**src/io_port_pkg.sv**
```systemverilog
/*
 Constants for the two 8-bit I/O ports with alternate functions:
 register offsets, reset values, pin indices and field positions.
 Assumes a 32-bit APB slave with byte addresses and one word per register.
*/
package io_port_pkg;
  localparam int ADDR_W = 8;
  localparam int PINS = 16;

  localparam logic [ADDR_W-1:0] OFF_PA_DATA = 8'h00;
  localparam logic [ADDR_W-1:0] OFF_PA_DIR = 8'h04;
  localparam logic [ADDR_W-1:0] OFF_PA_PULL = 8'h08;
  localparam logic [ADDR_W-1:0] OFF_PA_DIE = 8'h0c;
  localparam logic [ADDR_W-1:0] OFF_PB_DATA = 8'h10;
  localparam logic [ADDR_W-1:0] OFF_PB_DIR = 8'h14;
  localparam logic [ADDR_W-1:0] OFF_PB_PULL = 8'h18;
  localparam logic [ADDR_W-1:0] OFF_PB_DIE = 8'h1c;
  localparam logic [ADDR_W-1:0] OFF_PA_IN = 8'h20;
  localparam logic [ADDR_W-1:0] OFF_PB_IN = 8'h24;
  localparam logic [ADDR_W-1:0] OFF_IRQ_CFG = 8'h28;
  localparam logic [ADDR_W-1:0] OFF_ALT_SEL = 8'h2c;
  localparam logic [ADDR_W-1:0] OFF_WAKE_FAST = 8'h30;
  localparam logic [ADDR_W-1:0] OFF_IRQ_STAT = 8'h34;
  localparam logic [ADDR_W-1:0] OFF_IRQ_CLR = 8'h38;
  localparam logic [ADDR_W-1:0] OFF_IRQ_EN = 8'h3c;

  localparam logic [15:0] RST_DIE = 16'hffff;
  localparam logic [15:0] RST_ZERO16 = 16'h0000;
  localparam logic [5:0] RST_CFG = 6'h00;
  localparam logic [2:0] RST_IRQ = 3'h0;

  // Pin indices: port A in 7..0, port B in 15..8
  localparam int PA0 = 0;
  localparam int PA3 = 3;
  localparam int PA4 = 4;
  localparam int PA5 = 5;
  localparam int PA6 = 6;
  localparam int PA7 = 7;
  localparam int PB0 = 8;
  localparam int PB1 = 9;
  localparam int PB2 = 10;
  localparam int PB3 = 11;
  localparam int PB4 = 12;
  localparam int PB5 = 13;
  localparam int PB6 = 14;
  localparam int PB7 = 15;

  // Alternate select bits
  localparam int AS_G0_PA0 = 0;
  localparam int AS_G0_PB5 = 1;
  localparam int AS_G0_PB4 = 2;
  localparam int AS_G1_PA4 = 3;
  localparam int AS_G1_PB7 = 4;
  localparam int AS_G1_PB6 = 5;
  localparam int AS_G2_PA5 = 6;
  localparam int AS_G2_PA3 = 7;
  localparam int AS_G2_PB3 = 8;
  localparam int AS_G2_PB2 = 9;
  localparam int AS_TB_PA3 = 10;
  localparam int AS_TB_PB4 = 11;
  localparam int AS_TB_PB2 = 12;
  localparam int AS_CMP_PA0 = 13;
  localparam int AS_XTAL = 14;
  localparam int AS_HWRST = 15;

  // Interrupt configuration bits
  localparam int CF_EXT_IRQ_ZERO_ALT = 0;
  localparam int CF_EXT_IRQ_ONE_ALT = 1;
  localparam int CF_EXT_IRQ_ZERO_EDGE = 2;
  localparam int CF_EXT_IRQ_ONE_EDGE = 4;

  localparam logic [1:0] EDGE_RISE = 2'h0;
  localparam logic [1:0] EDGE_FALL = 2'h1;

  // Status bits
  localparam int ST_EXT_IRQ_ZERO = 0;
  localparam int ST_EXT_IRQ_ONE = 1;
  localparam int ST_WAKE = 2;
endpackage

```
**src/pin_sync.sv**
```systemverilog
/*
 Two-flip-flop synchroniser for the sixteen pin inputs.
 Assumes the inputs are asynchronous to REF_CLK_I.
*/
module pin_sync
(
  input wire logic clk_i,
  input wire logic rst_i,
  input wire logic [io_port_pkg::PINS-1:0] d_i,
  output logic [io_port_pkg::PINS-1:0] q_o
);
  import io_port_pkg::*;
  logic [PINS-1:0] meta_ff;
  logic [PINS-1:0] q_ff;

  always_ff @(posedge clk_i or posedge rst_i) begin
    if (rst_i) begin
      meta_ff <= RST_ZERO16;
      q_ff <= RST_ZERO16;
    end else begin
      meta_ff <= d_i;
      q_ff <= meta_ff;
    end
  end

  assign q_o = q_ff;
endmodule // pin_sync

```
**src/io_port_pins.sv**
```systemverilog
/*
 Two 8-bit I/O ports with pull-ups, digital-input enable, wake-up,
 two external interrupt lines and alternate output routing, on APB.
 Assumes pads resolve output, enable and pull-up; PWM and comparator
 inputs come from logic on REF_CLK_I.
*/
// Chosen here: the placing of the registers and the APB register port.
// Function
// - Each pin is digital input or push-pull output with optional pull-up.
// - Port A bit 5 drives only low, keeps input and pull-up.
// - Clearing input-enable bit blocks input path and wake-up from that pin.
// - External interrupts trigger on a register-selected rising, falling or either edge.
// - Interrupt line zero comes from PA0 or PB5 by configuration.
// - Interrupt line one comes from PB0 or PA4 by configuration.
// - Three PWM generator outputs route to their listed pins.
// - Timer PWM output routes to PA3, PB4 or PB2.
// - Comparator output is an alternate function on PA0.
// - Any pin can wake the device, with normal or fast speed.
module io_port_pins
(
  input wire logic REF_CLK_I,
  input wire logic RESET_I,
  input wire logic PSEL_I,
  input wire logic PENABLE_I,
  input wire logic PWRITE_I,
  input wire logic [io_port_pkg::ADDR_W-1:0] PADDR_I,
  input wire logic [31:0] PWDATA_I,
  output logic [31:0] PRDATA_O,
  output logic PREADY_O,
  output logic PSLVERR_O,
  input wire logic [7:0] PA_I,
  output logic [7:0] PA_O,
  output logic [7:0] PA_OE_O,
  output logic [7:0] PA_PU_O,
  input wire logic [7:0] PB_I,
  output logic [7:0] PB_O,
  output logic [7:0] PB_OE_O,
  output logic [7:0] PB_PU_O,
  input wire logic PWM_GEN_ZERO_OUT_I,
  input wire logic PWM_GEN_ONE_OUT_I,
  input wire logic PWM_GEN_TWO_OUT_I,
  input wire logic TIMER_B_PWM_OUT_I,
  input wire logic COMPARATOR_OUT_I,
  output logic CRYSTAL_EN_O,
  output logic HW_RESET_PIN_O,
  output logic EXT_IRQ_ZERO_O,
  output logic EXT_IRQ_ONE_O,
  output logic WAKE_O,
  output logic WAKE_FAST_O,
  output logic IRQ_O
);
  import io_port_pkg::*;

  function automatic logic [15:0] wr_byte(input logic [15:0] old, input logic hi, input logic [7:0] val);
    wr_byte = hi ? {val, old[7:0]} : {old[15:8], val};
  endfunction
  function automatic logic edge_hit(input logic [1:0] mode, input logic prev, input logic cur);
    if (mode == EDGE_RISE) begin
      edge_hit = cur & ~prev;
    end else if (mode == EDGE_FALL) begin
      edge_hit = prev & ~cur;
    end else begin
      edge_hit = cur ^ prev;
    end
  endfunction
  logic [15:0] data_ff, dir_ff, pull_ff, die_ff, fast_ff, alt_ff;
  logic [15:0] nxt_data, nxt_dir, nxt_pull, nxt_die, nxt_fast, nxt_alt;
  logic [5:0] cfg_ff, nxt_cfg;
  logic [2:0] stat_ff, nxt_stat, en_ff, nxt_en;
  logic [31:0] rdata_ff, nxt_rdata;
  logic slverr_ff, nxt_slverr;
  logic [15:0] sync_q, sync_prev_ff, pin_in, changed;
  logic [15:0] out_ff, nxt_out, oe_ff, nxt_oe, pu_ff, nxt_pu;
  logic [15:0] alt_en, alt_val;
  logic irq0_ff, irq1_ff, wake_ff, fast_wake_ff, hwrst_ff;
  logic nxt_irq0, nxt_irq1, nxt_wake, nxt_fast_wake, nxt_hwrst;
  logic src0_cur, src0_prev, src1_cur, src1_prev;
  logic wr_en, rd_setup, hit;
  pin_sync u_sync (
    .clk_i(REF_CLK_I),
    .rst_i(RESET_I),
    .d_i({PB_I, PA_I}),
    .q_o(sync_q)
  );
  assign pin_in = sync_q & die_ff;
  assign changed = (sync_q ^ sync_prev_ff) & die_ff;
  assign src0_cur = cfg_ff[CF_EXT_IRQ_ZERO_ALT] ? pin_in[PB5] : pin_in[PA0];
  assign src0_prev = cfg_ff[CF_EXT_IRQ_ZERO_ALT] ? (sync_prev_ff[PB5] & die_ff[PB5]) : (sync_prev_ff[PA0] & die_ff[PA0]);
  assign src1_cur = cfg_ff[CF_EXT_IRQ_ONE_ALT] ? pin_in[PA4] : pin_in[PB0];
  assign src1_prev = cfg_ff[CF_EXT_IRQ_ONE_ALT] ? (sync_prev_ff[PA4] & die_ff[PA4]) : (sync_prev_ff[PB0] & die_ff[PB0]);
  assign wr_en = PSEL_I & PENABLE_I & PWRITE_I;
  assign rd_setup = PSEL_I & ~PENABLE_I;
  // Alternate output selection, later assignments win
  always_comb begin
    alt_en = RST_ZERO16;
    alt_val = RST_ZERO16;
    if (alt_ff[AS_TB_PA3]) begin alt_en[PA3] = 1'b1; alt_val[PA3] = TIMER_B_PWM_OUT_I; end
    if (alt_ff[AS_TB_PB4]) begin alt_en[PB4] = 1'b1; alt_val[PB4] = TIMER_B_PWM_OUT_I; end
    if (alt_ff[AS_TB_PB2]) begin alt_en[PB2] = 1'b1; alt_val[PB2] = TIMER_B_PWM_OUT_I; end
    if (alt_ff[AS_G0_PA0]) begin alt_en[PA0] = 1'b1; alt_val[PA0] = PWM_GEN_ZERO_OUT_I; end
    if (alt_ff[AS_G0_PB5]) begin alt_en[PB5] = 1'b1; alt_val[PB5] = PWM_GEN_ZERO_OUT_I; end
    if (alt_ff[AS_G0_PB4]) begin alt_en[PB4] = 1'b1; alt_val[PB4] = PWM_GEN_ZERO_OUT_I; end
    if (alt_ff[AS_G1_PA4]) begin alt_en[PA4] = 1'b1; alt_val[PA4] = PWM_GEN_ONE_OUT_I; end
    if (alt_ff[AS_G1_PB7]) begin alt_en[PB7] = 1'b1; alt_val[PB7] = PWM_GEN_ONE_OUT_I; end
    if (alt_ff[AS_G1_PB6]) begin alt_en[PB6] = 1'b1; alt_val[PB6] = PWM_GEN_ONE_OUT_I; end
    if (alt_ff[AS_G2_PA5]) begin alt_en[PA5] = 1'b1; alt_val[PA5] = PWM_GEN_TWO_OUT_I; end
    if (alt_ff[AS_G2_PA3]) begin alt_en[PA3] = 1'b1; alt_val[PA3] = PWM_GEN_TWO_OUT_I; end
    if (alt_ff[AS_G2_PB3]) begin alt_en[PB3] = 1'b1; alt_val[PB3] = PWM_GEN_TWO_OUT_I; end
    if (alt_ff[AS_G2_PB2]) begin alt_en[PB2] = 1'b1; alt_val[PB2] = PWM_GEN_TWO_OUT_I; end
    if (alt_ff[AS_CMP_PA0]) begin alt_en[PA0] = 1'b1; alt_val[PA0] = COMPARATOR_OUT_I; end
  end

  // Pad drive, events and register file next values
  always_comb begin
    logic [7:0] wb;
    logic drv;
    wb = PWDATA_I[7:0];
    drv = 1'b0;
    for (int i = 0; i < PINS; i++) begin
      nxt_out[i] = alt_en[i] ? alt_val[i] : data_ff[i];
      nxt_oe[i] = alt_en[i] | dir_ff[i];
    end
    nxt_pu = pull_ff;
    drv = nxt_out[PA5];
    nxt_out[PA5] = 1'b0;
    nxt_oe[PA5] = nxt_oe[PA5] & ~drv & ~alt_ff[AS_HWRST];
    if (alt_ff[AS_XTAL]) begin
      nxt_oe[PA7] = 1'b0;
      nxt_oe[PA6] = 1'b0;
      nxt_pu[PA7] = 1'b0;
      nxt_pu[PA6] = 1'b0;
    end
    nxt_irq0 = edge_hit(cfg_ff[CF_EXT_IRQ_ZERO_EDGE +: 2], src0_prev, src0_cur);
    nxt_irq1 = edge_hit(cfg_ff[CF_EXT_IRQ_ONE_EDGE +: 2], src1_prev, src1_cur);
    nxt_wake = |changed;
    nxt_fast_wake = |(changed & fast_ff);
    nxt_hwrst = alt_ff[AS_HWRST] & ~sync_q[PA5];
    nxt_data = data_ff;
    nxt_dir = dir_ff;
    nxt_pull = pull_ff;
    nxt_die = die_ff;
    nxt_fast = fast_ff;
    nxt_alt = alt_ff;
    nxt_cfg = cfg_ff;
    nxt_en = en_ff;
    nxt_stat = stat_ff;
    if (wr_en) begin
      if (PADDR_I == OFF_PA_DATA || PADDR_I == OFF_PB_DATA) begin
        nxt_data = wr_byte(data_ff, PADDR_I[4], wb);
      end else if (PADDR_I == OFF_PA_DIR || PADDR_I == OFF_PB_DIR) begin
        nxt_dir = wr_byte(dir_ff, PADDR_I[4], wb);
      end else if (PADDR_I == OFF_PA_PULL || PADDR_I == OFF_PB_PULL) begin
        nxt_pull = wr_byte(pull_ff, PADDR_I[4], wb);
      end else if (PADDR_I == OFF_PA_DIE || PADDR_I == OFF_PB_DIE) begin
        nxt_die = wr_byte(die_ff, PADDR_I[4], wb);
      end else if (PADDR_I == OFF_IRQ_CFG) begin
        nxt_cfg = PWDATA_I[5:0];
      end else if (PADDR_I == OFF_ALT_SEL) begin
        nxt_alt = PWDATA_I[15:0];
      end else if (PADDR_I == OFF_WAKE_FAST) begin
        nxt_fast = PWDATA_I[15:0];
      end else if (PADDR_I == OFF_IRQ_CLR) begin
        nxt_stat = stat_ff & ~PWDATA_I[2:0];
      end else if (PADDR_I == OFF_IRQ_EN) begin
        nxt_en = PWDATA_I[2:0];
      end
    end
    // Set wins over clear
    nxt_stat = nxt_stat | {nxt_wake, nxt_irq1, nxt_irq0};
    hit = 1'b1;
    nxt_rdata = rdata_ff;
    nxt_slverr = slverr_ff;
    if (PADDR_I == OFF_PA_DATA || PADDR_I == OFF_PB_DATA) begin
      nxt_rdata = {24'h000000, PADDR_I[4] ? data_ff[15:8] : data_ff[7:0]};
    end else if (PADDR_I == OFF_PA_DIR || PADDR_I == OFF_PB_DIR) begin
      nxt_rdata = {24'h000000, PADDR_I[4] ? dir_ff[15:8] : dir_ff[7:0]};
    end else if (PADDR_I == OFF_PA_PULL || PADDR_I == OFF_PB_PULL) begin
      nxt_rdata = {24'h000000, PADDR_I[4] ? pull_ff[15:8] : pull_ff[7:0]};
    end else if (PADDR_I == OFF_PA_DIE || PADDR_I == OFF_PB_DIE) begin
      nxt_rdata = {24'h000000, PADDR_I[4] ? die_ff[15:8] : die_ff[7:0]};
    end else if (PADDR_I == OFF_PA_IN) begin
      nxt_rdata = {24'h000000, pin_in[7:0]};
    end else if (PADDR_I == OFF_PB_IN) begin
      nxt_rdata = {24'h000000, pin_in[15:8]};
    end else if (PADDR_I == OFF_IRQ_CFG) begin
      nxt_rdata = {26'h0000000, cfg_ff};
    end else if (PADDR_I == OFF_ALT_SEL) begin
      nxt_rdata = {16'h0000, alt_ff};
    end else if (PADDR_I == OFF_WAKE_FAST) begin
      nxt_rdata = {16'h0000, fast_ff};
    end else if (PADDR_I == OFF_IRQ_STAT) begin
      nxt_rdata = {29'h00000000, stat_ff};
    end else if (PADDR_I == OFF_IRQ_CLR) begin
      nxt_rdata = 32'h00000000;
    end else if (PADDR_I == OFF_IRQ_EN) begin
      nxt_rdata = {29'h00000000, en_ff};
    end else begin
      nxt_rdata = 32'h00000000;
      hit = 1'b0;
    end
    if (rd_setup) begin
      nxt_slverr = ~hit;
    end else begin
      nxt_rdata = rdata_ff;
    end
  end

  always_ff @(posedge REF_CLK_I or posedge RESET_I) begin
    if (RESET_I) begin
      data_ff <= RST_ZERO16;
      dir_ff <= RST_ZERO16;
      pull_ff <= RST_ZERO16;
      die_ff <= RST_DIE;
      fast_ff <= RST_ZERO16;
      alt_ff <= RST_ZERO16;
      cfg_ff <= RST_CFG;
      stat_ff <= RST_IRQ;
      en_ff <= RST_IRQ;
      rdata_ff <= 32'h00000000;
      slverr_ff <= 1'b0;
      sync_prev_ff <= RST_ZERO16;
      out_ff <= RST_ZERO16;
      oe_ff <= RST_ZERO16;
      pu_ff <= RST_ZERO16;
      irq0_ff <= 1'b0;
      irq1_ff <= 1'b0;
      wake_ff <= 1'b0;
      fast_wake_ff <= 1'b0;
      hwrst_ff <= 1'b0;
    end else begin
      data_ff <= nxt_data;
      dir_ff <= nxt_dir;
      pull_ff <= nxt_pull;
      die_ff <= nxt_die;
      fast_ff <= nxt_fast;
      alt_ff <= nxt_alt;
      cfg_ff <= nxt_cfg;
      stat_ff <= nxt_stat;
      en_ff <= nxt_en;
      rdata_ff <= nxt_rdata;
      slverr_ff <= nxt_slverr;
      sync_prev_ff <= sync_q;
      out_ff <= nxt_out;
      oe_ff <= nxt_oe;
      pu_ff <= nxt_pu;
      irq0_ff <= nxt_irq0;
      irq1_ff <= nxt_irq1;
      wake_ff <= nxt_wake;
      fast_wake_ff <= nxt_fast_wake;
      hwrst_ff <= nxt_hwrst;
    end
  end

  assign PRDATA_O = rdata_ff;
  assign PREADY_O = 1'b1;
  assign PSLVERR_O = PSEL_I & PENABLE_I & slverr_ff;
  assign PA_O = out_ff[7:0];
  assign PB_O = out_ff[15:8];
  assign PA_OE_O = oe_ff[7:0];
  assign PB_OE_O = oe_ff[15:8];
  assign PA_PU_O = pu_ff[7:0];
  assign PB_PU_O = pu_ff[15:8];
  assign CRYSTAL_EN_O = alt_ff[AS_XTAL];
  assign HW_RESET_PIN_O = hwrst_ff;
  assign EXT_IRQ_ZERO_O = irq0_ff;
  assign EXT_IRQ_ONE_O = irq1_ff;
  assign WAKE_O = wake_ff;
  assign WAKE_FAST_O = fast_wake_ff;
  assign IRQ_O = |(stat_ff & en_ff);
endmodule // io_port_pins

```
**config.mk**
```make
export PLATFORM = sky130hd
export DESIGN_NAME = io_port_pins
export DESIGN_NICKNAME = d
export VERILOG_FILES = /design/src/io_port_pkg.sv /design/src/pin_sync.sv /design/src/io_port_pins.sv
export SDC_FILE = /design/constraint.sdc
export NUM_CORES = 1
export LEC_CHECK = 0
export ABC_AREA = 1
export BUFFER_PORTS_ARGS = -buffer_cell sky130_fd_sc_hd__buf_4
export CELL_PAD_IN_SITES_DETAIL_PLACEMENT = 1
export CELL_PAD_IN_SITES_GLOBAL_PLACEMENT = 1
export CORE_UTILIZATION = 32
export CTS_CLUSTER_DIAMETER = 40
export CTS_CLUSTER_SIZE = 8
export DETAILED_ROUTE_END_ITERATION = 10
export PLACE_DENSITY_LB_ADDON = 0.08
export REMOVE_ABC_BUFFERS = 1
export SLEW_MARGIN = 20
export SYNTH_ARGS = -nofsm -noshare
export SYNTH_HDL_FRONTEND = slang
export SYNTH_HIERARCHICAL = 1
export SYNTH_SLANG_ARGS = --single-unit
export TNS_END_PERCENT = 20
```
**constraint.sdc**
```tcl
create_clock -name REF_CLK_I -period 5.7 [get_ports REF_CLK_I]
set_input_delay 0.855 -clock REF_CLK_I [delete_from_list [all_inputs] [get_ports REF_CLK_I]]
set_output_delay 0.855 -clock REF_CLK_I [all_outputs]
set_load 0.1 [all_outputs]
```
==> flow_metrics.env, run 1 <==
export IMPL_antenna_diode_count=0
export IMPL_synth_async_sr_flop_share_pct=100.0
export IMPL_syn_area_mm2=0.009285
export IMPL_synth_area_leader_cell="dfrtp_1"
export IMPL_clock_skew_final_ns=0.01085
export IMPL_endpoint_kind="flip-flop"
export IMPL_synthAdderAreaFrac_pct=0.5390
export IMPL_tightest_slew_ns=1.000
export IMPL_hold_viol_final=0
export IMPL_final_cell_area_mm2=0.01199
export IMPL_worstPathMaxFanout=34
export IMPL_cap_viol_max_count=0
export IMPL_die_area_mm2=0.02970
export IMPL_route_top_layer_used="met4"
export IMPL_cts_root_to_sink_buffers=3
export IMPL_grt_setup_unrepaired="false"
export IMPL_die_x_um=172.3
export IMPL_detailroute_via_count=7421
export IMPL_firstDrtPassIters=4
export IMPL_initialDrtViolationCount=482
export IMPL_slew_limit_headroom_pct=33.25
export IMPL_total_wire_length_um=29750
export IMPL_post_dp_hpwl_um=20660
export IMPL_post_route_cells_drive_above_1_share_pct=21.26
export IMPL_route_detailed_drc=0
export IMPL_post_synth_mux_area_share_pct=0.3638
export IMPL_final_cell_mix="nand2_1 (290), dfrtp_1 (209), buf_4 (125)"
export IMPL_vdd_drop_max_v=0.0002467
export IMPL_worst_ep_arrival_time_ns=3.08
export IMPL_fp_coreArea_mm2=0.02816
export IMPL_routed_length_on_met1_um=13900
export IMPL_tritoncts="done"
export IMPL_final_net_count=1212
export IMPL_cts_hold_buf=0
export IMPL_h_tree_lvls=2
export IMPL_postSynthCellCount=1011
export IMPL_grt_max_degree=126
export IMPL_status="finished, final reports clean"
export IMPL_floorplan_die_height_um=172.3
export IMPL_cts_setup_buffers=0
export IMPL_final_setup_tns_ns=0
export IMPL_synth_compound_gate_area_share_pct=11.40
export IMPL_flow_area_growth_from_synthesis_pct=29.08
export IMPL_numCtsBuffers=43
export IMPL_cellPowerDensity_mw_per_mm2=388.2
export IMPL_clock_sinks=225
export IMPL_synth_main_ff_cell="dfrtp_1"
export IMPL_initial_utilization_pct=32.97
export IMPL_portBuffers=120
export IMPL_antenna_found_initial=0
export IMPL_seq_area_frac_synth_pct=60.85
export IMPL_synth_top_family_by_area="simple AND/OR/NAND/NOR gates"
export IMPL_antenna_violating_nets_post_route=0
export IMPL_fin_crit_ns=2.678
export IMPL_yosys_reg_bits=225
export IMPL_yosysTopAreaCellShare_pct=56.33
export IMPL_critical_path_cell_chain="buf_4 -> inv_2 -> nand2_1 -> nor2_2 -> nand2_1 -> inv_2 -> nand2_1 -> o21ai_0 -> nor2_1 -> nand3_1 -> nor2_1 -> nand3_1 -> nand2_1 -> nand2_1"
export IMPL_place_area_mm2=0.01046
export IMPL_synthXorXnorAreaFrac_pct=0.1887
export IMPL_final_period_utilization_pct=46.98
export IMPL_critical_path_class="primary input to flip-flop"
export IMPL_finalSetupViolCount=0
export IMPL_worst_skew_pair_late_latency_ns=0.52
export IMPL_hp_class="flip-flop to flip-flop"
export IMPL_routed_wl_met3_um=1273
export IMPL_drt_vias_per_instance=4.791
export IMPL_yosys_top_cells_area="dfrtp_1 (56%), nand2_1 (12%), dfstp_2 (4.5%), o21ai_0 (4.5%), inv_1 (3.1%)"
export IMPL_clk_transition_reported_paths_ns=0.05
export IMPL_globalRoute_totalOverflow=0
export IMPL_synthesis_yosys_warnings=6
export IMPL_first_global_vias=7423
export IMPL_synthesis_area_per_instance_um2=9.184
export IMPL_layout_commonest_cell="nand2_1"
export IMPL_track_usage_pct=20.90
export IMPL_synth_enable_flop_cells=0
export IMPL_pre_cts_slack_ns=2.531
export IMPL_setup_ws_ns=3.022
export IMPL_row_count=61
export IMPL_post_cts_resized_instances=0
export IMPL_start_kind="primary input"
export IMPL_dr_wl_met2_um=13750
export IMPL_final_hold_worst_slack_ns=0.3402
export IMPL_wire_length_of_the_first_global_routing_pass_um=45420
export IMPL_post_drt_wl_per_cell_um=19.21
export IMPL_critPathMaxStageDelay_ns=0.39
export IMPL_max_clock_freq_ghz=0.3734
export IMPL_leakagePower_uw=0.005781
export IMPL_critical_path_slowest_cell="buf_4"
export IMPL_gp_congestion=0.8611
export IMPL_critical_path_required_ns=6.10
export IMPL_slew_viol_final=0
export IMPL_post_synth_num_cell_types=37
export IMPL_post_synth_and_or_nand_nor_area_fraction_pct=19.88
export IMPL_cts_root_buffer="clkbuf_16"
export IMPL_ioPinCount=155
export IMPL_worst_path_most_repeated_cell="nand2_1"
per-stage QoR:
stage,util [%],std cells,total power [µW]
floorplan,-,972,1906
global placement,37.15,1475,2016
detailed placement,37.15,1475,2020
CTS,42.56,1549,4715
global route,42.56,1549,4799
finish,42.56,1549,4652
sequential cells by signal (all words and copies together), names as in the netlist, 3 cells and up:
register        cells
PRDATA_O           16
alt_ff             16
data_ff            16
die_ff             16
dir_ff             16
fast_ff            16
oe_ff              16
pu_ff              16
pull_ff            16
sync_prev_ff       16
u_sync/meta_ff     16
u_sync/q_o         16
out_ff             15
cfg_ff              6
en_ff               3
stat_ff             3
where the power goes:
group / switching [µW] / internal [µW] / leakage, µW
combinational: 243 / 64.3 / 0.00207
clock: 803 / 1860 / 0.000753
sequential: 32.8 / 1650 / 0.00296
total: 1080 / 3570 / 0.00578
metal layers:
layer	vias to the layer above	GRT usage, %
met1	3657	29.21
met4	0	6.695
met2	192	33.15
li1	3513	-
met5	-	0
met3	59	3.204
area by class of cell:
cell class                 count  area, µm²
inverter                      85      326.6
timing repair buffer         125      938.4
clock buffer                  57       1231
sequential                   225       5650
multi-input combinational    662       3073
clock inverter                17      292.8
fill                        3206      16180
tap                          378      473.0
synthesized netlist by cell type, drive strengths merged, types with 4 or more instances:
cell type  number
nand3          47
dfstp          16
clkbuf         22
ha              4
inv            85
dfrtp         209
a21oi          16
a31oi          12
buf            33
nand2         296
nor4            4
nor2           68
or2            14
nand4           7
o21ai         138
o211ai         16
worst max-delay path: cells and delay by family:
kind,cells,cell delay (ns)
buf+inv,3,0.66
simple gates,10,1.42
compound gates,1,0.10
logic make-up after synthesis:
| family | Yosys count |
|---|---|
| AO/OA/AOI/OAI | 194 |
| adder cells (fa/ha/maj) | 4 |
| XOR/XNOR | 2 |
| flip-flops | 225 |
| AND/OR/NAND/NOR | 441 |
| other | 2 |
| multiplexers | 3 |
| buffers and inverters | 140 |
final timing paths:
| path | from | end | cells past startpoint | slack (ns) |
|---|---|---|---|---|
| max in group asynchronous | RESET_I | data_ff[1] | 3 | 4.04 |
| max reg2reg | die_ff[8] | stat_ff[1] | 8 | 3.78 |
| max | PADDR_I[4] | PRDATA_O[3] | 14 | 3.02 |
| min reg2reg | u_sync/meta_ff[8] | u_sync/q_o[8] | 0 | 0.34 |
| min | u_sync/meta_ff[8] | u_sync/q_o[8] | 0 | 0.34 |
| min in group asynchronous | RESET_I | u_sync/q_o[13] | 3 | 0.45 |
(Power assumes the default switching activity.)
==> run 2, diff against run 1 <==
--- a/config.mk
+++ b/config.mk
@@ -5,7 +5,7 @@
 export SDC_FILE = /design/constraint.sdc
 export NUM_CORES = 1
 export LEC_CHECK = 0
-export ABC_AREA = 1
+export ABC_AREA = 0
 export BUFFER_PORTS_ARGS = -buffer_cell sky130_fd_sc_hd__buf_4
 export CELL_PAD_IN_SITES_DETAIL_PLACEMENT = 1
 export CELL_PAD_IN_SITES_GLOBAL_PLACEMENT = 1
==> constraint.sdc (replaced) <==
create_clock -name REF_CLK_I -period 2.6 [get_ports REF_CLK_I]
set_input_delay 0.39 -clock REF_CLK_I [delete_from_list [all_inputs] [get_ports REF_CLK_I]]
set_output_delay 0.39 -clock REF_CLK_I [all_outputs]
set_load 0.1 [all_outputs]
==> flow_metrics.env, run 2 <==
export IMPL_cellInternalPower_uw=7035
export IMPL_setup_ws_ns=0.5924
export IMPL_ioPinCount=155
export IMPL_pre_cts_slack_ns=0.2359
export IMPL_multiInputGateArea_mm2=0.003725
export IMPL_initialDrtViolationCount=339
export IMPL_cp_buffers_inverters=2
export IMPL_start_point_of_the_worst_min_delay_path="COMPARATOR_OUT_I"
export IMPL_critical_path_class="flip-flop to output port"
export IMPL_numCtsBuffers=40
export IMPL_die_area_mm2=0.03090
export IMPL_portBuffers=120
export IMPL_tritoncts="done"
export IMPL_critical_path_required_ns=2.21
export IMPL_post_drt_wl_per_cell_um=22.10
export IMPL_clock_skew_final_ns=0.01321
export IMPL_synth_enable_flop_cells=0
export IMPL_wire_length_of_the_first_global_routing_pass_um=45890
export IMPL_final_cell_mix="dfrtp_1 (209), buf_4 (156), mux2_2 (96)"
export IMPL_vdd_drop_max_v=0.0003812
export IMPL_seq_area_frac_synth_pct=58.47
export IMPL_worstRegToRegCells=7
export IMPL_p_seq_share_pct=39.4
export IMPL_setup_reg_to_reg_worst_slack_ns=0.84
export IMPL_clock_sinks=225
export IMPL_post_dp_hpwl_um=21400
export IMPL_start_kind="flip-flop"
export IMPL_first_global_vias=7382
export IMPL_cts_root_to_sink_buffers=3
export IMPL_synth_main_ff_cell="dfrtp_1"
export IMPL_flow_area_growth_from_synthesis_pct=30.38
export IMPL_critical_path_cell_chain="a222oi_1 -> inv_1 -> buf_4"
export IMPL_netlist_top_cells_count="dfrtp_1 (209), mux2_2 (96), nand2_1 (37)"
export IMPL_syn_area_mm2=0.009663
export IMPL_stdcell_count=1340
export IMPL_netSwitchingPower_uw=2374
export IMPL_hp_class="primary input to flip-flop"
export IMPL_min_path_cells=3
export IMPL_post_synth_num_cell_types=62
export IMPL_route_detailed_drc=0
export IMPL_cellPowerDensity_mw_per_mm2=746.8
export IMPL_track_usage_pct=19.82
export IMPL_status="finished, final reports clean"
export IMPL_worst_ep_arrival_time_ns=1.62
export IMPL_antenna_violating_nets_post_route=0
export IMPL_globalRoute_totalOverflow=0
export IMPL_endpoint_kind="output port"
export IMPL_synthesis_yosys_warnings=6
export IMPL_post_route_cells_drive_above_1_share_pct=39.16
export IMPL_final_period_utilization_pct=77.22
export IMPL_worstSetupPathDepth=3
export IMPL_clk_transition_reported_paths_ns=0.04
export IMPL_yosys_top_cells_area="dfrtp_1 (54%), mux2_2 (11%), dfstp_2 (4.4%), mux2i_1 (3.3%), mux2_4 (2.5%)"
export IMPL_antenna_found_initial=0
export IMPL_leakagePower_uw=0.006103
export IMPL_synth_area_leader_cell="dfrtp_1"
export IMPL_critical_path_endpoint="IRQ_O"
export IMPL_gp_congestion=0.8116
export IMPL_grt_setup_unrepaired="false"
export IMPL_layout_commonest_cell="dfrtp_1"
export IMPL_slew_limit_headroom_pct=62.93
export IMPL_sequential_cell_area_mm2=0.005650
export IMPL_post_cts_resized_instances=0
export IMPL_drt_vias_per_instance=5.010
export IMPL_fp_coreArea_mm2=0.02964
export IMPL_numPlacedInstances=1257
export IMPL_worst_path_dominant_cell_family="flip-flops"
export IMPL_detailroute_via_count=6713
export IMPL_clockPowerShare_pct=51.3
export IMPL_cap_viol_max_count=0
export IMPL_final_hold_worst_slack_ns=0.1027
export IMPL_final_net_count=996
export IMPL_antenna_diode_count=0
export IMPL_grt_max_degree=71
export IMPL_tightest_slew_ns=0.5561
export IMPL_synth_most_common_cell="dfrtp_1"
export IMPL_finalSetupViolCount=0
export IMPL_die_x_um=175.8
export IMPL_yosys_reg_bits=225
export IMPL_hold_viol_final=0
export IMPL_row_count=63
export IMPL_h_tree_lvls=2
export IMPL_total_wire_length_um=29620
export IMPL_worst_skew_pair_late_latency_ns=0.51
export IMPL_initial_utilization_pct=32.60
export IMPL_max_clock_freq_ghz=0.4981
export IMPL_fin_crit_ns=2.008
export IMPL_critical_path_reg2reg_endpoint="stat_ff[1]"
export IMPL_critical_path_slowest_cell="dfrtp_1"
export IMPL_synth_async_sr_flop_share_pct=100.0
export IMPL_yosysTopAreaCellShare_pct=54.12
export IMPL_p_comb_share_pct=9.3
export IMPL_postSynthCellCount=742
export IMPL_startpoint="stat_ff[2]"
export IMPL_worstPathMaxFanout=3
export IMPL_synthesis_area_per_instance_um2=13.02
export IMPL_r2r_start="die_ff[4]"
export IMPL_cts_root_buffer="clkbuf_16"
export IMPL_critPathMaxStageDelay_ns=0.41
export IMPL_slew_viol_final=0
export IMPL_firstDrtPassIters=5
export IMPL_floorplan_die_height_um=175.8
export IMPL_sw_frac_of_total_pct=25.23
export IMPL_fill_cells=3145
run 2: per-stage QoR:
step	util [%]	setup TNS, ns	instance area [µm²]	power (µW)
4_1_cts	42.51	0	12600	9536
3_5_place_dp	37.74	0	11190	4621
3_3_place_gp	37.74	0	11190	4607
6_report	42.51	0	12600	9409
2_1_floorplan	-	-559.31	9420	4273
5_1_grt	42.51	0	12600	9742
run 2: power groups by stage:
stage / Sequential [µW] / Clock [µW] / Combinational, µW
2_1_floorplan: 3930 / 0 / 339
6_report: 3710 / 4830 / 871
4_1_cts: 3710 / 4950 / 881
3_3_place_gp: 3760 / 0 / 850
3_5_place_dp: 3760 / 0 / 858
5_1_grt: 3720 / 5100 / 923
run 2: tightest hold or removal path, stage by stage:
cell	delay [ns]
buf_4	0.08
nand2_1	0.04
o21ai_0	0.06
run 2: how the worst min path moves through the flow:
stage	endpoint	slack, ns
final	out_ff[0]	0.10
after global routing	out_ff[0]	0.12
after CTS	out_ff[0]	0.09
after detailed placement	u_sync/q_o[3]	0.34
after global placement	u_sync/q_o[3]	0.33
after floorplan	u_sync/q_o[0]	0.33
run 2: layout make-up:
cell class              instances  area share (%)
inverters                      12          0.4171
repair buffers                178           11.44
well taps                     390           3.873
flip-flops and latches        225           44.85
clock inverters                11          0.8938
clock buffers                  55           8.958
multi-input cells             469           29.57
run 2: per-layer routing:
layer,global-route usage (%),wire [µm]
met1,26.64,13390
met2,32.28,14190
met3,3.593,1300
met4,6.377,747
met5,0,0
run 2: cells by family (layout without fill, tap and decap cells):
kind of cell | Yosys count | in the layout | synth area share (%)
flops | 225 | 225 | 58.47
buf+inv | 64 | 256 | 3.600
fa+ha+maj | 4 | 4 | 0.5180
other cells | 2 | 18 | 0.07772
mux | 145 | 145 | 17.22
xor+xnor | 16 | 16 | 1.450
simple gates | 167 | 167 | 9.983
compound gates | 119 | 119 | 8.676
run 2: what timing repair did:
item | 4_1_cts | 5_1_grt
hold buffers | 17 | 0
endpoints found under the hold margin | 64 | 0
setup buffers | 0 | 0
==> run 3, diff against run 2 <==
==> constraint.sdc (replaced) <==
create_clock -name REF_CLK_I -period 1.9 [get_ports REF_CLK_I]
set_input_delay 0.285 -clock REF_CLK_I [delete_from_list [all_inputs] [get_ports REF_CLK_I]]
set_output_delay 0.285 -clock REF_CLK_I [all_outputs]
set_load 0.1 [all_outputs]
==> flow_metrics.env, run 3 (same netlist as run 2, synthesis figures left out) <==
export IMPL_status="finished, final reports clean"
export IMPL_worstPathMaxFanout=3
export IMPL_first_global_vias=7336
export IMPL_fill_cells=3121
export IMPL_wire_length_of_the_first_global_routing_pass_um=45800
export IMPL_pre_cts_slack_ns=-0.1728
export IMPL_final_net_count=1026
export IMPL_stdcell_count=1373
export IMPL_initialDrtViolationCount=358
export IMPL_final_setup_tns_ns=0
export IMPL_finalSetupViolCount=0
export IMPL_ioPinCount=155
export IMPL_final_cell_mix="dfrtp_1 (209), buf_4 (173), mux2_2 (96)"
export IMPL_numPlacedInstances=1280
export IMPL_sw_frac_of_total_pct=25.75
export IMPL_r2r_start="u_sync/q_o[15]"
export IMPL_endpoint_kind="output port"
export IMPL_drt_vias_per_instance=4.945
export IMPL_cellInternalPower_uw=9751
export IMPL_tritoncts="done"
export IMPL_post_dp_hpwl_um=21830
export IMPL_p_total_uw=13130
export IMPL_layout_commonest_cell="dfrtp_1"
export IMPL_firstDrtPassIters=4
export IMPL_critical_path_class="flip-flop to output port"
export IMPL_route_detailed_drc=0
export IMPL_final_period_utilization_pct=95.76
export IMPL_slew_limit_headroom_pct=61.70
export IMPL_grt_max_degree=58
export IMPL_slew_viol_final=0
export IMPL_clk_transition_reported_paths_ns=0.05
export IMPL_post_route_cells_drive_above_1_share_pct=40.28
export IMPL_total_wire_length_um=29960
export IMPL_portBuffers=120
export IMPL_multiInputGateArea_mm2=0.003725
export IMPL_post_drt_wl_per_cell_um=21.82
export IMPL_vdd_drop_max_v=0.0006800
export IMPL_floorplan_die_height_um=175.8
export IMPL_numCtsBuffers=41
export IMPL_final_core_utilization_pct=43.69
export IMPL_tightest_slew_ns=0.5742
export IMPL_cellPowerDensity_mw_per_mm2=1014
export IMPL_clock_sinks=225
export IMPL_critical_path_required_ns=1.62
export IMPL_hp_class="primary input to flip-flop"
export IMPL_worst_ep_arrival_time_ns=1.53
export IMPL_die_area_mm2=0.03090
export IMPL_detailroute_via_count=6789
export IMPL_setup_ws_ns=0.08057
export IMPL_p_comb_share_pct=9.4
export IMPL_start_point_of_the_worst_min_delay_path="PWDATA_I[8]"
export IMPL_p_seq_share_pct=38.7
export IMPL_row_count=63
export IMPL_antenna_diode_count=0
export IMPL_cap_viol_max_count=0
export IMPL_track_usage_pct=19.88
export IMPL_initial_utilization_pct=32.60
export IMPL_clock_skew_final_ns=0.01750
export IMPL_globalRoute_totalOverflow=0
export IMPL_sequential_cell_area_mm2=0.005650
export IMPL_cts_root_buffer="clkbuf_16"
export IMPL_cts_root_to_sink_buffers=3
export IMPL_clockPowerShare_pct=51.9
export IMPL_fp_coreArea_mm2=0.02964
export IMPL_grt_setup_unrepaired="true"
export IMPL_fin_crit_ns=1.819
export IMPL_antenna_found_initial=0
export IMPL_max_clock_freq_ghz=0.5496
export IMPL_flow_area_growth_from_synthesis_pct=34.02
export IMPL_cts_setup_buffers=0
export IMPL_h_tree_lvls=2
export IMPL_hold_viol_final=0
export IMPL_die_x_um=175.8
export IMPL_startpoint="stat_ff[2]"
export IMPL_netSwitchingPower_uw=3382
export IMPL_leakagePower_uw=0.006281
export IMPL_gp_congestion=0.8511
export IMPL_start_kind="flip-flop"
export IMPL_antenna_violating_nets_post_route=0
export IMPL_worst_skew_pair_late_latency_ns=0.52
run 3: changes by cell type in the layout (fill, tap and decap cells not counted):
| cell | delta |
|---|---|
| buf_12 | +5 |
| buf_4 | +17 |
| buf_6 | +1 |
| clkbuf_1 | +3 |
| clkinv_2 | -5 |
| clkinv_4 | +5 |
| clkinvlp_4 | -2 |
| dlygate4sd3_1 | +6 |
| inv_16 | +1 |
| inv_6 | +2 |
run 3: metal layers:
metal  wire, µm  GRT usage, %
met4        801         7.428
met1      13340         26.76
met3       1423         3.182
met2      14390         32.18
met5          0             0
run 3: per-stage QoR:
stage | hold slack, ns | cell area (µm²)
after global placement | 0.3324 | 11420
final | 0.02503 | 12950
after global routing | 0.007135 | 12950
after floorplan | 0.3164 | 9420
after detailed placement | 0.3362 | 11420
after CTS | 0.0004494 | 12950
run 3: worst paths after layout:
check	endpoint	slack [ns]	cells after the start
max in group asynchronous	dir_ff[1]	0.85	4
worst max register to register	stat_ff[2]	0.13	5
min in group asynchronous	sync_prev_ff[10]	0.36	3
worst min-delay path	alt_ff[8]	0.03	2
worst min register to register	u_sync/q_o[6]	0.34	0
worst max-delay path	IRQ_O	0.08	3
run 3: critical path: stages (launching register included):
cell,delay [ns]
dfrtp_1,0.40
a222oi_1,0.33
inv_1,0.09
buf_6,0.19
run 3: layout make-up:
| class | instances | share of cell area, % |
|---|---|---|
| Clock buffer | 58 | 8.802 |
| Clock inverter | 12 | 1.188 |
| Inverter | 12 | 0.4058 |
| Multi-Input combinational cell | 469 | 28.76 |
| Sequential cell | 225 | 43.63 |
| Tap cell | 390 | 3.768 |
| Timing Repair Buffer | 207 | 13.44 |
run 3: repair_timing:
item	in CTS	in global routing
endpoints found under the setup margin	1	1
gates cloned	0	0
resized for setup	1	0
endpoints found under the hold margin	108	0
hold buffers	23	0
pin swaps	0	1
run 3: power by group through the flow:
stage	Sequential (µW)	Combinational (µW)	Clock, µW
after floorplan	5380	464	0
after global placement	5140	1200	0
after detailed placement	5150	1210	0
after CTS	5080	1250	6990
after global routing	5090	1310	7200
final	5080	1240	6820
